`src/hdl/gtu_params.svh`:
```
// offsets, field positions and timing counts of the timer unit
// assumes pclk at 20 MHz and a 32-bit apb slave with one word per register
`ifndef GTU_PARAMS_SVH
`define GTU_PARAMS_SVH
`define GTU_CLK_NS 50
`define GTU_SLOW_RES_NS 400
`define GTU_FAST_RES_NS 200
`define GTU_SLOW_BASE ((`GTU_SLOW_RES_NS+`GTU_CLK_NS-1)/`GTU_CLK_NS)
`define GTU_FAST_BASE ((`GTU_FAST_RES_NS+`GTU_CLK_NS-1)/`GTU_CLK_NS)
`define GTU_NUM_TIMERS 5
`define GTU_NUM_PINS 7
`define GTU_CTL_W 20
`define GTU_CTL_BASE 8'h00
`define GTU_CNT_BASE 8'h14
`define GTU_CAPTURE_RELOAD_REG_OFS 8'h28
`define GTU_STATUS_OFS 8'h2C
`define GTU_F_MODE 1:0
`define GTU_F_DOWN 2
`define GTU_F_RUN 3
`define GTU_F_PRESC 6:4
`define GTU_F_GATE_LVL 7
`define GTU_F_EDGE 9:8
`define GTU_F_RELOAD 10
`define GTU_F_TGL_SRC 11
`define GTU_F_EXT_DIR 12
`define GTU_F_TGL_OUT 13
`define GTU_F_RL_TGL 14
`define GTU_F_OV_RELOAD 15
`define GTU_F_CAP_EN 16
`define GTU_F_CAP_CLR 17
`define GTU_F_CAP_EDGE 19:18
`define GTU_ST_S_TGL 8
`define GTU_ST_F_TGL 9
`define GTU_PIN_DIR 5
`define GTU_PIN_CAP 6
`endif

```
`src/hdl/gtu_pkg.sv`:
```
// types shared by the timer unit
// assumes gtu_params.svh is on the include path
`include "gtu_params.svh"
package gtu_pkg;
   typedef enum logic [1:0] {
      GTU_TIMER = 2'b00,
      GTU_GATED = 2'b01,
      GTU_COUNT = 2'b10,
      GTU_CAPRL = 2'b11
   } gtu_mode_t;

   typedef struct packed {
      logic capture_pin;
      logic slow_dir;
      logic fast_core;
      logic fast_aux;
      logic slow_aux_b;
      logic slow_core;
      logic slow_aux_a;
   } gtu_pins_t;

   typedef struct packed {
      logic [`GTU_NUM_TIMERS-1:0][15:0] cnt;
      logic [`GTU_NUM_TIMERS-1:0][`GTU_CTL_W-1:0] ctl;
      logic [15:0] capture_reload_reg;
      logic [`GTU_NUM_TIMERS-1:0] flags;
      logic s_tgl;
      logic s_tgl_p;
      logic f_tgl;
      logic f_tgl_p;
      logic pulse;
      logic [15:0] pre;
      logic [`GTU_NUM_PINS-1:0] sync1;
      logic [`GTU_NUM_PINS-1:0] sync2;
      logic [`GTU_NUM_PINS-1:0] prev;
      logic [31:0] rdata;
   } gtu_state_t;
endpackage

```
`src/hdl/gtu_unit.sv`:
```
// five-timer general purpose timer unit with apb register access
// assumes pins are asynchronous to pclk; apb master follows the standard
//
// Chosen here: the APB slave port and the register offsets.
`timescale 1ns/10ps
`default_nettype none
`include "gtu_params.svh"

module gtu_unit #(
   parameter int ADDR_W = 12
) (
   input wire logic pclk,
   input wire logic presetn,
   input wire logic psel,
   input wire logic penable,
   input wire logic pwrite,
   input wire logic [ADDR_W-1:0] paddr,
   input wire logic [31:0] pwdata,
   output logic [31:0] prdata,
   output logic pready,
   output logic pslverr,
   input wire gtu_pkg::gtu_pins_t pins,
   output logic slow_toggle_out,
   output logic fast_toggle_out,
   output logic timebase_pulse,
   output logic [`GTU_NUM_TIMERS-1:0] irq_req
);
   import gtu_pkg::*;

   localparam int NT = `GTU_NUM_TIMERS;

   gtu_state_t q;
   gtu_state_t d;
   logic [NT-1:0] tick;
   logic [NT-1:0] en;
   logic [NT-1:0] ov;
   logic [NT-1:0] down;
   logic [NT-1:0] pedge;
   logic [NT-1:0] tedge;
   logic [NT-1:0] cap;
   logic [NT-1:0] rl;
   logic [NT-1:0][15:0] msk;
   logic [`GTU_NUM_PINS-1:0] rise;
   logic [`GTU_NUM_PINS-1:0] fall;
   logic s_rise;
   logic s_fall;
   logic f_rise;
   logic f_fall;
   logic fcap;
   logic wr;
   logic rd_setup;
   logic mapped;
   logic [7:0] a;

   function automatic logic esel(input logic [1:0] sel, input logic r,
                                 input logic f);
      esel = (sel[0] & r) | (sel[1] & f);
   endfunction

   assign wr = psel & penable & pwrite;
   assign rd_setup = psel & ~penable & ~pwrite;
   assign a = paddr[7:0];
   // zero wait states: read data is fetched in the setup phase
   assign pready = 1'b1;
   assign pslverr = psel & penable & ~mapped;
   assign prdata = q.rdata;
   assign slow_toggle_out = q.s_tgl & q.ctl[1][`GTU_F_TGL_OUT];
   assign fast_toggle_out = q.f_tgl & q.ctl[4][`GTU_F_TGL_OUT];
   assign timebase_pulse = q.pulse;
   assign irq_req = q.flags;

   // edges only from the second synchroniser stage onward
   assign rise = q.sync2 & ~q.prev;
   assign fall = ~q.sync2 & q.prev;
   assign s_rise = q.s_tgl & ~q.s_tgl_p;
   assign s_fall = ~q.s_tgl & q.s_tgl_p;
   assign f_rise = q.f_tgl & ~q.f_tgl_p;
   assign f_fall = ~q.f_tgl & q.f_tgl_p;

   always_comb begin
      mapped = (paddr[ADDR_W-1:8] == '0) && (a[1:0] == 2'h0) &&
               (a <= `GTU_STATUS_OFS);
   end

   always_comb begin
      d = q;
      tick = '0;
      en = '0;
      ov = '0;
      down = '0;
      pedge = '0;
      tedge = '0;
      cap = '0;
      rl = '0;
      msk = '0;
      fcap = 1'b0;
      d.sync1 = pins;
      d.sync2 = q.sync1;
      d.prev = q.sync2;
      d.pre = q.pre + 16'h0001;
      d.s_tgl_p = q.s_tgl;
      d.f_tgl_p = q.f_tgl;
      for (int i = 0; i < NT; i++) begin
         // power-of-two prescale taps one free counter for all timers
         msk[i] = (((i > 2) ? 16'(`GTU_FAST_BASE) : 16'(`GTU_SLOW_BASE))
                   << q.ctl[i][`GTU_F_PRESC]) - 16'h0001;
         tick[i] = (q.pre & msk[i]) == msk[i];
         pedge[i] = esel(q.ctl[i][`GTU_F_EDGE], rise[i], fall[i]);
         tedge[i] = (i == 3) ? esel(q.ctl[i][`GTU_F_EDGE], f_rise, f_fall)
                             : esel(q.ctl[i][`GTU_F_EDGE], s_rise, s_fall);
         case (gtu_mode_t'(q.ctl[i][`GTU_F_MODE]))
            GTU_TIMER: en[i] = q.ctl[i][`GTU_F_RUN] & tick[i];
            GTU_GATED: en[i] = q.ctl[i][`GTU_F_RUN] & tick[i] &
                  (q.sync2[i] == q.ctl[i][`GTU_F_GATE_LVL]);
            GTU_COUNT: en[i] = q.ctl[i][`GTU_F_RUN] &
                  (q.ctl[i][`GTU_F_TGL_SRC] ? tedge[i]
                                            : pedge[i]);
            default: en[i] = 1'b0;
         endcase
         down[i] = (i == 1 && q.ctl[i][`GTU_F_EXT_DIR])
                   ? q.sync2[`GTU_PIN_DIR] : q.ctl[i][`GTU_F_DOWN];
         ov[i] = en[i] & (down[i] ? (q.cnt[i] == 16'h0000)
                                  : (q.cnt[i] == 16'hFFFF));
         if (en[i]) begin
            d.cnt[i] = down[i] ? q.cnt[i] - 16'h0001
                               : q.cnt[i] + 16'h0001;
         end
         if ((i == 0 || i == 2) &&
             q.ctl[i][`GTU_F_MODE] == GTU_CAPRL) begin
            if (q.ctl[i][`GTU_F_RELOAD]) begin
               rl[i] = q.ctl[i][`GTU_F_RL_TGL] ? tedge[i] : pedge[i];
            end else begin
               cap[i] = pedge[i];
            end
         end
      end
      d.s_tgl = q.s_tgl ^ ov[1];
      d.f_tgl = q.f_tgl ^ ov[4];
      d.pulse = ov[4];
      if (cap[0]) begin
         d.cnt[0] = q.cnt[1];
      end
      if (cap[2]) begin
         d.cnt[2] = q.cnt[1];
      end
      // reload edges of opposite polarity alternate low and high times
      if (rl[0]) begin
         d.cnt[1] = q.cnt[0];
      end else if (rl[2]) begin
         d.cnt[1] = q.cnt[2];
      end
      if (ov[4] && q.ctl[4][`GTU_F_OV_RELOAD]) begin
         d.cnt[4] = q.capture_reload_reg;
      end
      fcap = q.ctl[3][`GTU_F_CAP_EN] &
             esel(q.ctl[3][`GTU_F_CAP_EDGE], rise[`GTU_PIN_CAP],
                  fall[`GTU_PIN_CAP]);
      if (fcap) begin
         d.capture_reload_reg = q.cnt[3];
         if (q.ctl[3][`GTU_F_CAP_CLR]) begin
            d.cnt[3] = 16'h0000;
         end
      end
      // new events win over a clear in the same cycle
      d.flags = q.flags | ov;
      if (wr) begin
         for (int i = 0; i < NT; i++) begin
            if (a == `GTU_CTL_BASE + 8'(4 * i)) begin
               d.ctl[i] = pwdata[`GTU_CTL_W-1:0];
            end
            if (a == `GTU_CNT_BASE + 8'(4 * i)) begin
               d.cnt[i] = pwdata[15:0];
            end
         end
         if (a == `GTU_CAPTURE_RELOAD_REG_OFS) begin
            d.capture_reload_reg = pwdata[15:0];
         end
         if (a == `GTU_STATUS_OFS) begin
            d.flags = (q.flags & ~pwdata[NT-1:0]) | ov;
         end
      end
      if (rd_setup) begin
         d.rdata = 32'h00000000;
         for (int i = 0; i < NT; i++) begin
            if (a == `GTU_CTL_BASE + 8'(4 * i)) begin
               d.rdata[`GTU_CTL_W-1:0] = q.ctl[i];
            end
            if (a == `GTU_CNT_BASE + 8'(4 * i)) begin
               d.rdata[15:0] = q.cnt[i];
            end
         end
         if (a == `GTU_CAPTURE_RELOAD_REG_OFS) begin
            d.rdata[15:0] = q.capture_reload_reg;
         end
         if (a == `GTU_STATUS_OFS) begin
            d.rdata[NT-1:0] = q.flags;
            d.rdata[`GTU_ST_S_TGL] = q.s_tgl;
            d.rdata[`GTU_ST_F_TGL] = q.f_tgl;
         end
      end
   end

   always_ff @(posedge pclk or negedge presetn) begin
      if (!presetn) begin
         q <= '0;
      end else begin
         q <= d;
      end
   end

   a_slow_tick_rate: assert property (
      @(posedge pclk) disable iff (!presetn)
      (q.ctl[1][`GTU_F_PRESC] == 3'h0 && tick[1])
         |-> ##1 !tick[1] [*7] ##1 tick[1])
      else $error("slow tick spacing wrong");

   a_fast_tick_rate: assert property (
      @(posedge pclk) disable iff (!presetn)
      (q.ctl[4][`GTU_F_PRESC] == 3'h0 && tick[4])
         |-> ##1 !tick[4] [*3] ##1 tick[4])
      else $error("fast tick spacing wrong");

   a_core_toggle_flip: assert property (
      @(posedge pclk) disable iff (!presetn)
      ov[1] |=> q.s_tgl != $past(q.s_tgl))
      else $error("toggle latch missed a wrap");

   a_wrap_flag_set: assert property (
      @(posedge pclk) disable iff (!presetn)
      (ov[1] && q.ctl[1][`GTU_F_DOWN] == 1'b0 &&
       !q.ctl[1][`GTU_F_EXT_DIR] && !wr && !rl[0] && !rl[2])
         |=> q.flags[1] && q.cnt[1] == 16'h0000)
      else $error("wrap did not set flag or count");

   a_fast_wrap_pulse: assert property (
      @(posedge pclk) disable iff (!presetn)
      ov[4] |=> timebase_pulse ##1 (!timebase_pulse || $past(ov[4])))
      else $error("timebase pulse wrong");

   a_capture_copy: assert property (
      @(posedge pclk) disable iff (!presetn)
      (cap[0] && !wr) |=> q.cnt[0] == $past(q.cnt[1]))
      else $error("capture did not copy core");

   a_aux_halted: assert property (
      @(posedge pclk) disable iff (!presetn)
      (q.ctl[2][`GTU_F_MODE] == GTU_CAPRL && !cap[2] && !wr)
         |=> q.cnt[2] == $past(q.cnt[2]))
      else $error("aux counted while capture/reload");

   a_gate_closed: assert property (
      @(posedge pclk) disable iff (!presetn)
      (q.ctl[1][`GTU_F_MODE] == GTU_GATED &&
       q.sync2[1] != q.ctl[1][`GTU_F_GATE_LVL] && !wr && rl[2:0] == '0)
         |=> $stable(q.cnt[1]))
      else $error("core counted with gate closed");

   a_fast_clear: assert property (
      @(posedge pclk) disable iff (!presetn)
      (fcap && q.ctl[3][`GTU_F_CAP_CLR] && !wr)
         |=> q.cnt[3] == 16'h0000 && q.capture_reload_reg == $past(q.cnt[3]))
      else $error("capture or clear missed");

   a_ext_dir_down: assert property (
      @(posedge pclk) disable iff (!presetn)
      (en[1] && q.ctl[1][`GTU_F_EXT_DIR] && q.sync2[`GTU_PIN_DIR] && !wr &&
       rl[2:0] == '0) |=> q.cnt[1] == $past(q.cnt[1]) - 16'h0001)
      else $error("core ignored direction pin");

   a_core_count_up: assert property (
      @(posedge pclk) disable iff (!presetn)
      (en[1] && !down[1] && !wr && rl[2:0] == '0)
         |=> q.cnt[1] == $past(q.cnt[1]) + 16'h0001)
      else $error("core did not count up");

   a_reload_from_a: assert property (
      @(posedge pclk) disable iff (!presetn)
      (rl[0] && !wr) |=> q.cnt[1] == $past(q.cnt[0]))
      else $error("core missed reload from aux a");

   a_reload_from_b: assert property (
      @(posedge pclk) disable iff (!presetn)
      (rl[2] && !rl[0] && !wr) |=> q.cnt[1] == $past(q.cnt[2]))
      else $error("core missed reload from aux b");

   a_fast_reload: assert property (
      @(posedge pclk) disable iff (!presetn)
      (ov[4] && q.ctl[4][`GTU_F_OV_RELOAD] && !wr)
         |=> q.cnt[4] == $past(q.capture_reload_reg))
      else $error("fast core missed reload");

   a_fast_toggle_flip: assert property (
      @(posedge pclk) disable iff (!presetn)
      ov[4] |=> q.f_tgl != $past(q.f_tgl))
      else $error("fast toggle missed a wrap");

   a_aux_a_halted: assert property (
      @(posedge pclk) disable iff (!presetn)
      (q.ctl[0][`GTU_F_MODE] == GTU_CAPRL && !cap[0] && !wr)
         |=> $stable(q.cnt[0]))
      else $error("aux a counted while capture/reload");

   a_capture_reload_reg_latch: assert property (
      @(posedge pclk) disable iff (!presetn)
      (fcap && !wr) |=> q.capture_reload_reg == $past(q.cnt[3]))
      else $error("capture register missed latch");

   a_flag_sticky: assert property (
      @(posedge pclk) disable iff (!presetn)
      (q.flags[4] && !wr) |=> q.flags[4])
      else $error("wrap flag cleared by itself");

   a_toggle_clocks_aux: assert property (
      @(posedge pclk) disable iff (!presetn)
      (en[0] && q.ctl[0][`GTU_F_TGL_SRC] && !wr)
         |=> q.cnt[0] != $past(q.cnt[0]))
      else $error("aux a missed a toggle edge");

   a_core_stopped: assert property (
      @(posedge pclk) disable iff (!presetn)
      (q.ctl[1][`GTU_F_MODE] == GTU_TIMER && !q.ctl[1][`GTU_F_RUN] && !wr &&
       rl[2:0] == '0) |=> $stable(q.cnt[1]))
      else $error("core counted while stopped");

endmodule // gtu_unit
`default_nettype wire

```
`config.mk`:
```
export PLATFORM = sky130hd
export DESIGN_NAME = gtu_unit
export DESIGN_NICKNAME = d
export VERILOG_FILES = /design/src/hdl/gtu_pkg.sv /design/src/hdl/gtu_unit.sv
export VERILOG_INCLUDE_DIRS = /design/src /design/src/hdl
export SDC_FILE = /design/constraint.sdc
export NUM_CORES = 1
export LEC_CHECK = 0
export BUFFER_PORTS_ARGS = -buffer_cell sky130_fd_sc_hd__buf_2
export CELL_PAD_IN_SITES_DETAIL_PLACEMENT = 1
export CELL_PAD_IN_SITES_GLOBAL_PLACEMENT = 2
export CORE_ASPECT_RATIO = 0.8
export CORE_MARGIN = 3
export CORE_UTILIZATION = 39
export DETAILED_ROUTE_END_ITERATION = 7
export PLACE_DENSITY_LB_ADDON = 0.1
export SYNTH_ARGS = -nofsm -noshare
export SYNTH_HDL_FRONTEND = slang
export SYNTH_SLANG_ARGS = --single-unit
```
`constraint.sdc`:
```
create_clock -name pclk -period 4.3 [get_ports pclk]
set_clock_uncertainty 0.15 [all_clocks]
set_input_delay 0.86 -clock pclk [delete_from_list [all_inputs] [get_ports pclk]]
set_output_delay 0.86 -clock pclk [all_outputs]
set_load 0.02 [all_outputs]
```
### Word-level counts from Yosys, hierarchy flattened

Index checks and enable logic that the tools add are counted.

| operators by class | value |
|---|---|
| mux-type cells | 71 |
| order comparisons | 1 |
| add/sub/neg operators | 16 |
| bitwise logic cells | 87 |
| reduce and logical (&&, ||, !) cells | 21 |
| divide/modulo/power cells | 0 |
| equal/unequal tests | 38 |
| multipliers | 0 |
| shift-type cells | 5 |

Operator list:

| operator | number |
|---|---|
| 16-bit 2-to-1 mux | 30 |
| 20-bit 2-to-1 mux | 11 |
| 201-bit 2-to-1 mux | 1 |
| 16-bit by 1-bit subtractor with 16-bit output, second input constant | 10 |
| 16-bit by 1-bit adder with 16-bit output, second input constant | 6 |
| 16-bit AND | 5 |
| 16-bit == test | 5 |
| 16-bit == test, second input constant | 5 |
| 16-bit logical NOT | 5 |
| 1-bit AND | 54 |
| 4-bit by 3-bit << shifter with 16-bit output, first input constant | 3 |
| 8-bit by 5-bit == test with 1-bit output, second input constant | 4 |
| 8-bit by 6-bit == test with 1-bit output, second input constant | 4 |
| 3-bit by 3-bit << shifter with 16-bit output, first input constant | 2 |
| 1-bit 2-to-1 mux | 21 |
| 8-bit by 4-bit == test with 1-bit output, second input constant | 2 |
| 1-bit case mux with 3 select lines | 5 |
| 7-bit AND | 2 |
| 2-bit == test, second input constant | 7 |
| 7-bit NOT | 2 |
| 2-bit logical NOT | 6 |
| 1-bit bitwise OR | 11 |
| 2-bit by 1-bit == test with 1-bit output, second input constant | 5 |
| 5-bit 2-to-1 mux | 2 |
| other kinds (13) | 31 |

| word-level totals | value |
|---|---|
| bits in read-only memories | 0 |
| output and inout bits | 42 |
| input port bits | 56 |
| latch bits | 0 |
| memories | 0 |
| bits in registers | 263 |
| bits in writable memories | 0 |
| word-level logic and storage cells | 261 |

### Longest topological paths before layout

Gate-level depths: netlist of run 1.

| depth | value |
|---|---|
| word-level depth | 14 |
| depth in mapped cells | 12 |
| mapped depth without buffers | 12 |

### Least setup slack after synthesis of run 1

Ideal clock, no wire load.

| path | value |
|---|---|
| path kind | register -> register |
| start point | register q[127] (netlist bit) |
| end point | register q[223] (netlist bit) |
| setup slack | 1.162 ns |
| library setup time | 0.137 ns |
| arrival | 2.850 ns |
| data required time | 4.013 ns |
| stages on the path, launching flop included | 13 |
| buffers on the path | 0 |
| period minus slack after synthesis | 3.138 ns |
| cells stage by stage | dfrtp_1 > mux2i_1 > inv_1 > ha_1 > nor2b_1 > o21ai_0 > a21oi_1 > o2111ai_1 > a41oi_1 > xor2_1 > mux2_2 > a222oi_1 > a21oi_1 |

RTL lines:

| what | line | RTL |
|---|---|---|
| from (decl) | gtu_unit.sv:32 | `gtu_state_t q;` |
| from (signal assigned) | gtu_unit.sv:205 | `q <= '0;` |
| from (signal assigned) | gtu_unit.sv:207 | `q <= d;` |

==> summary.md, run 1 <==
| Metric | Value |
|---|---|
| Count of cell types in the netlist | `76` |
| Initial Util | `0.397` |
| Startpoint of the worst setup timing path | `d[37]$_DFF_PN0_` |
| Worst reg2reg endpoint | `q[223]$_DFF_PN0_` |
| Setup Fix Bufs, Post-CTS | `0` |
| Floorplan die width | `237 µm` |
| CP Depth | `12` |
| Floorplan row count | `67` |
| Worst EP arrival | `4210 ps` |
| Buffer levels on the longest clock path | `3` |
| Outcome | `completed` |
| Cell Count, Final, Fillers Out | `2,443` |
| Data required time of the critical path | `4610 ps` |
| Setup Slack @ Placement | `430 ps` |
| Total instance count after detailed placement | `2,388` |
| Relative slew slack | `0.251` |
| Routed via count | `15.2k` |
| Sinks on the clock net | `256` |
| Relative area change from synthesis to final layout | `12.2%` |
| Die span in y | `191 µm` |
| Count of instances resized after the clock tree is built | `0` |
| Worst min-delay path category | `input port to async pin` |
| Cts hold-fix bufs | `0` |
| Leakage Power | `0.00814 µW` |
| Worst Setup Path Type | `register to register` |
| Wirelength per Cell | `27.7 µm` |
| Total of max-cap violations | `0` |
| Final instance area | `0.0187 mm²` |
| Critical path peak fanout | `19` |
| Setup violations, final | `0` |
| IO Count | `98` |
| Clock tree from TritonCTS | `done` |
| Number of antenna violations at the first check in global routing | `3` |
| Number of buffers created by CTS | `29` |
| Post-synthesis instance area | `0.0167 mm²` |
| First-pass GRT wire length | `100 mm` |
| Smallest setup slack after layout | `405 ps` |
| Beginning of the worst register-to-register path | `d[37]$_DFF_PN0_` |
| Sequence of cells on the critical path | `mux2i_1 > inv_1 > ha_1 > nor2b_1 > o21ai_0 > a21oi_1 > o2111ai_1 > a41oi_1 > xor2_1 > mux2_2 > a222oi_1 > a21oi_1` |
| Fin Setup TNS | `0 ps` |
| Gate count after technology mapping | `1,822` |
| Flip-flop and latch count after synthesis | `256` |
| Clock period minus worst slack | `3900 ps` |
| Worst voltage drop across the vdd grid | `330 µV` |
| Worst reg2reg path depth | `12` |
| Number of enable flip-flop cells after synthesis | `0` |
| Final-stage net count | `1,999` |
| Type of destination of the critical path | `register` |
| # fillers | `4,830` |
| Core area | `0.0421 mm²` |
| Fin. Hold Viols | `0` |
| Clock-pin transition on the worst setup and hold timing paths | `60 ps` |
| Total power per unit cell area | `351 mW/mm²` |
| Total Wirelength | `67.7 mm` |
| Worst reg2reg setup slack | `400 ps` |
| DRC Markers | `0` |
| Maximum number of pins on one net before global-route repair | `118` |
| Mean instance size in the synthesized netlist | `9.16 µm²` |
| Least-Margin Pin Slew | `1120 ps` |
| Layout cell share with drive strength beyond 1 | `0.166` |
| Total grt overflow | `0` |
| CP max-delay cell | `sky130_fd_sc_hd__ha_1` |
| Post-route clock period utilization | `0.906` |
| Die Footprint | `0.0453 mm²` |
| Placed instance area | `0.0177 mm²` |
| Crit path top cell by count | `sky130_fd_sc_hd__a21oi_1` |
| Most used flip-flop cell after synthesis | `sky130_fd_sc_hd__dfrtp_1` |
| Number of global-route vias before repair | `15.2k` |
| Skew-Pair Late Insertion Delay | `580 ps` |
| First-iteration detailed-routing DRC count | `1,514` |
| Count of antenna-violating nets left after detailed routing | `0` |
| RSZ-0062 raised after global routing | `false` |
| Placer Congestion | `0.877` |
| Final HPWL DP | `48.7 mm` |
| Max Clk Rate | `0.257 GHz` |
| First-pass detailed-route iteration total | `5` |
| Top cell family by delay on the critical path | `compound AO/OA/AOI/OAI gates` |
| Launching element type of the critical path | `register` |
| Share of async-settable or async-resettable flops after synthesis | `1.00` |
| Buffers and inverters on the worst path | `1` |
| Slowest cell delay on critical path | `490 ps` |
| Worst setup endpoint | `q[223]$_DFF_PN0_` |
| Total global routing track utilization | `0.294` |
| Share of synthesized area occupied by flip-flops and latches | `0.384` |
| Number of buffers added on ports | `72` |
| Number of levels in the clock H-tree | `1` |
| Clk root buf | `sky130_fd_sc_hd__clkbuf_16` |
| Slew Limit Fails | `0` |
| Vias per cell | `6.22` |
| Warnings, synthesis | `0` |
how the worst min path moves through the flow:
stage	slack [ps]	cells past startpoint	end
after floorplan	180	0	d[32]$_DFF_PN0_
final	80	1	q[56]$_DFF_PN0_
after CTS	70	1	q[264]$_DFF_PN0_
after global routing	90	1	q[62]$_DFF_PN0_
after global placement	180	0	d[36]$_DFF_PN0_
after detailed placement	190	0	d[38]$_DFF_PN0_
worst reg2reg max path, cell delays in order (launching register included):
cell	delay (ps)
sky130_fd_sc_hd__dfrtp_1	440
sky130_fd_sc_hd__mux2i_1	360
sky130_fd_sc_hd__inv_1	450
sky130_fd_sc_hd__ha_1	490
sky130_fd_sc_hd__nor2b_1	160
sky130_fd_sc_hd__o21ai_0	220
sky130_fd_sc_hd__a21oi_1	170
sky130_fd_sc_hd__o2111ai_1	290
sky130_fd_sc_hd__a41oi_1	200
sky130_fd_sc_hd__xor2_1	180
sky130_fd_sc_hd__mux2_2	280
sky130_fd_sc_hd__a222oi_1	300
sky130_fd_sc_hd__a21oi_1	100
cell usage in the layout, fill, tap and decap left out, types with 7 or more instances in the layout:
cell type,instances
sky130_fd_sc_hd__dfrtp_1,256
sky130_fd_sc_hd__nand2_1,190
sky130_fd_sc_hd__o21ai_0,138
sky130_fd_sc_hd__nor2_1,127
sky130_fd_sc_hd__mux2_2,107
sky130_fd_sc_hd__a21oi_1,92
sky130_fd_sc_hd__ha_1,71
sky130_fd_sc_hd__buf_2,71
sky130_fd_sc_hd__mux2i_1,65
sky130_fd_sc_hd__buf_4,64
sky130_fd_sc_hd__nand3_1,60
sky130_fd_sc_hd__inv_1,47
sky130_fd_sc_hd__xnor2_1,47
sky130_fd_sc_hd__nor3_1,39
sky130_fd_sc_hd__a22oi_1,35
sky130_fd_sc_hd__xor2_1,32
sky130_fd_sc_hd__a221oi_1,31
sky130_fd_sc_hd__nand4_1,30
sky130_fd_sc_hd__clkbuf_16,29
sky130_fd_sc_hd__a31oi_1,28
sky130_fd_sc_hd__a21o_1,21
sky130_fd_sc_hd__nor4_1,20
sky130_fd_sc_hd__or3_1,16
sky130_fd_sc_hd__a211oi_1,16
sky130_fd_sc_hd__a222oi_1,16
sky130_fd_sc_hd__o211ai_1,14
sky130_fd_sc_hd__conb_1,13
sky130_fd_sc_hd__nand2b_1,12
sky130_fd_sc_hd__nor2b_1,12
sky130_fd_sc_hd__o22ai_1,12
sky130_fd_sc_hd__o31ai_1,11
sky130_fd_sc_hd__nand3b_1,10
sky130_fd_sc_hd__and2_1,9
sky130_fd_sc_hd__a22o_1,9
sky130_fd_sc_hd__nor3b_1,8
sky130_fd_sc_hd__and3_1,8
sky130_fd_sc_hd__clkbuf_8,8
sky130_fd_sc_hd__a21boi_0,7
sky130_fd_sc_hd__o21a_1,7
sky130_fd_sc_hd__a211o_1,7
registers in the layout, indices dropped and copies added, names as in the netlist:
register	cells
down	4
timebase_pulse	1
q	210
d	16
irq_req	5
prdata	20
logic make-up after synthesis:
group,after synthesis,share of synthesized area
AO/OA/AOI/OAI,485,0.190
XOR/XNOR,79,0.0415
adder cells (fa/ha/maj),76,0.0592
multiplexers,172,0.111
flip-flops,256,0.384
AND/OR/NAND/NOR,570,0.162
other,2,0.000450
buffers and inverters,182,0.0522
synth_stat cells (all sizes together) (10+ instances only):
cell type	number	share of area
dfrtp	256	0.38
a21oi	92	0.028
a22oi	35	0.016
mux2i	65	0.039
nand3	60	0.018
xnor2	47	0.025
o22ai	12	0.0045
buf	58	0.024
nand2	190	0.043
inv	47	0.011
a221oi	32	0.017
nor4	20	0.0075
nor3	44	0.013
a21o	21	0.0094
o31ai	11	0.0049
nand2b	12	0.0045
mux2	107	0.072
or3	16	0.0060
xor2	32	0.017
nor2	131	0.030
nand3b	10	0.0045
clkbuf	76	0.017
o21ai	141	0.042
a211oi	18	0.0081
ha	71	0.053
o211ai	14	0.0063
nor2b	12	0.0045
a222oi	16	0.0096
nand4	31	0.012
a31oi	28	0.010
metal layers:
| layer | track usage | wire length (µm) | up-vias |
|---|---|---|---|
| met5 | 0 | 0 | - |
| met4 | 0.0748 | 1950 | 0 |
| met3 | 0.0727 | 5890 | 104 |
| met2 | 0.427 | 27700 | 569 |
| met1 | 0.436 | 32200 | 7740 |
| li1 | - | - | 6779 |
final cells by class:
cell class | instances | area [µm²] | area share
Antenna cell | 1 | 2.50 | 0.000134
Clock buffer | 42 | 855 | 0.0456
Clock inverter | 12 | 215 | 0.0115
Inverter | 48 | 180 | 0.00962
Multi-Input combinational cell | 1395 | 9510 | 0.508
Sequential cell | 256 | 6410 | 0.342
Tap cell | 552 | 691 | 0.0369
Timing Repair Buffer | 137 | 871 | 0.0465
through the flow:
| stage | util | total power, µW | hold slack, ps |
|---|---|---|---|
| 2_1_floorplan | - | 3410 | 181 |
| 3_3_place_gp | 0.420 | 3780 | 182 |
| 3_5_place_dp | 0.420 | 3810 | 190 |
| 4_1_cts | 0.445 | 6610 | 69.3 |
| 5_1_grt | 0.445 | 6840 | 92.9 |
| 6_report | 0.445 | 6570 | 76.2 |
power breakdown:
| part | total, µW | internal [µW] | switching [µW] |
|---|---|---|---|
| registers | 2700 | 2510 | 191 |
| clock network | 2790 | 1690 | 1100 |
| logic | 1080 | 440 | 644 |
Power figures use the tool's default switching activity.
==> inputs of run 2 (changes only) <==
- CORE_UTILIZATION: 39 -> 40
- CTS_BUF_LIST: unset -> sky130_fd_sc_hd__clkbuf_8
==> summary.md, run 2 (synthesis gave the netlist of run 1 again) <==
| Metric | Value |
|---|---|
| Hold Crit Endpoint | `d[32]$_DFF_PN0_` |
| Number of global-route vias before repair | `15.4k` |
| IO Count | `98` |
| Clk root buf | `sky130_fd_sc_hd__clkbuf_8` |
| Setup violations, final | `0` |
| Worst reg2reg setup slack | `540 ps` |
| Die span in y | `189 µm` |
| Vias per cell | `6.21` |
| Total of max-cap violations | `0` |
| First-iteration detailed-routing DRC count | `1,522` |
| Cell Count, Final, Fillers Out | `2,469` |
| Layout cell share with drive strength beyond 1 | `0.178` |
| Worst min-delay path category | `register to register` |
| Floorplan die width | `234 µm` |
| Sequence of cells on the critical path | `mux2i_1 > inv_1 > ha_1 > nor2b_1 > o21ai_0 > a21oi_1 > o2111ai_1 > a41oi_1 > xor2_1 > mux2_2 > a222oi_1 > a21oi_1` |
| Clock period minus worst slack | `3760 ps` |
| # fillers | `4,758` |
| Outcome | `completed` |
| Die Footprint | `0.0442 mm²` |
| Leakage Power | `0.00822 µW` |
| Commonest cells after routing, fill and taps aside | `256 x sky130_fd_sc_hd__dfrtp_1, 190 x sky130_fd_sc_hd__nand2_1, 138 x sky130_fd_sc_hd__o21ai_0, 127 x sky130_fd_sc_hd__nor2_1, 107 x sky130_fd_sc_hd__mux2_2` |
| Number of levels in the clock H-tree | `2` |
| Number of buffers added on ports | `72` |
| Placer Congestion | `0.902` |
| Reg with most FFs | `q` |
| Worst Setup Path Type | `register to register` |
| Worst reg2reg path depth | `12` |
| Worst voltage drop across the vdd grid | `257 µV` |
| Initial Util | `0.408` |
| Startpoint of the worst setup timing path | `q[127]$_DFFE_PN0P_` |
| Maximum number of pins on one net before global-route repair | `110` |
| Slew Limit Fails | `0` |
| Number of cells on the worst hold path | `0` |
| Most common library cell in the layout ignoring fill and taps | `sky130_fd_sc_hd__dfrtp_1` |
| First-pass detailed-route iteration total | `6` |
| Clock tree from TritonCTS | `done` |
| Clock-pin transition on the worst setup and hold timing paths | `70 ps` |
| RSZ-0062 raised after global routing | `false` |
| Max Clk Rate | `0.266 GHz` |
| Total grt overflow | `0` |
| Int Pwr | `4520 µW` |
| Total Wirelength | `67.7 mm` |
| Crit path top cell by count | `sky130_fd_sc_hd__a21oi_1` |
| Reg power frac | `0.413` |
| CP max-delay cell | `sky130_fd_sc_hd__ha_1` |
| Post-route clock period utilization | `0.874` |
| Clock network power share | `0.420` |
| Fin. Hold Viols | `0` |
| Total instance count after detailed placement | `2,381` |
| Final-stage net count | `2,018` |
| Sinks on the clock net | `256` |
| DRC Markers | `0` |
| Switching part of the total | `0.307` |
| Routed via count | `15.3k` |
| Relative slew slack | `0.208` |
| Skew-Pair Late Insertion Delay | `600 ps` |
| Number of antenna violations at the first check in global routing | `2` |
| Total power per unit cell area | `348 mW/mm²` |
| Area used by sequential logic in the layout | `0.00641 mm²` |
| Flip-flop count of the largest register after layout | `210` |
| Type of destination of the critical path | `register` |
| Footprint of the multi-input gates | `0.00951 mm²` |
| Data required time of the critical path | `4630 ps` |
| Final HPWL DP | `48.9 mm` |
| Count of antenna-violating nets left after detailed routing | `0` |
| Combinational Power Share | `0.168` |
| Wirelength per Cell | `27.4 µm` |
| Core area | `0.0410 mm²` |
| Fin Setup TNS | `0 ps` |
| Floorplan row count | `66` |
| First-pass GRT wire length | `102 mm` |
| Beginning of the worst register-to-register path | `q[127]$_DFFE_PN0P_` |
| Critical path peak fanout | `19` |
| Relative area change from synthesis to final layout | `12.5%` |
| NetSw | `2000 µW` |
| Worst reg2reg endpoint | `q[223]$_DFF_PN0_` |
| Placed instance area | `0.0177 mm²` |
| Total global routing track utilization | `0.307` |
| Number of buffers created by CTS | `46` |
| Slowest cell delay on critical path | `480 ps` |
| Buffer levels on the longest clock path | `3` |
| Launching element type of the critical path | `register` |
| Source of the worst hold timing path | `d[39]$_DFF_PN0_` |
| Worst EP arrival | `4090 ps` |
| Final instance area | `0.0188 mm²` |
| Least-Margin Pin Slew | `1180 ps` |
==> run 2: how the worst max path moves through the flow <==
| stage | cells after the start | end | slack (ps) |
|---|---|---|---|
| after floorplan | 12 | q[223]$_DFF_PN0_ | 1160 |
| after global placement | 12 | q[223]$_DFF_PN0_ | 570 |
| after detailed placement | 12 | q[223]$_DFF_PN0_ | 550 |
| after CTS | 12 | q[223]$_DFF_PN0_ | 540 |
| after global routing | 12 | q[223]$_DFF_PN0_ | 150 |
| final | 12 | q[223]$_DFF_PN0_ | 540 |
==> run 2: stage by stage <==
step / utilization / worst slack, ps / power (µW) / hold WS, ps
6_report: 0.458 / 542 / 6530 / 200
2_1_floorplan: - / 1160 / 3410 / 181
4_1_cts: 0.458 / 544 / 6560 / 175
3_5_place_dp: 0.432 / 552 / 3820 / 186
3_3_place_gp: 0.432 / 567 / 3780 / 182
5_1_grt: 0.458 / 154 / 6810 / 179
==> run 2: power groups by stage <==
stage | registers (µW) | logic, µW | clock network (µW)
final | 2690 | 1100 | 2740
after global routing | 2700 | 1220 | 2900
after CTS | 2680 | 1100 | 2780
after detailed placement | 2730 | 1090 | 0
after global placement | 2720 | 1060 | 0
after floorplan | 2630 | 775 | 0
==> run 2: worst max-delay path, delay by kind of cell (launching register included) <==
| kind | cells | cell delay [ps] |
|---|---|---|
| compound gates | 6 | 1270 |
| fa+ha+maj | 1 | 480 |
| flops | 1 | 390 |
| simple gates | 1 | 140 |
| mux | 2 | 610 |
| xor+xnor | 1 | 180 |
| buf+inv | 1 | 420 |
==> run 2: what timing repair did <==
item | CTS | global route
resized for setup | 0 | 0
hold buffers | 1 | 0
hold endpoints to repair | 3 | 0
setup buffers | 0 | 0
==> run 2: cell type report <==
class / count / area share
Tap cell: 544 / 0.0362
Inverter: 48 / 0.00960
Multi-Input combinational cell: 1395 / 0.506
Timing Repair Buffer: 139 / 0.0486
Clock buffer: 57 / 0.0418
Antenna cell: 2 / 0.000267
Sequential cell: 256 / 0.341
Clock inverter: 28 / 0.0159
==> run 2: metal layers <==
layer  track usage  routed length (µm)  part of all wire
met2         0.440               28300              0.42
met3        0.0594                5470             0.081
met5             0                   0                 0
met1         0.477               32700              0.48
met4        0.0601                1260             0.019
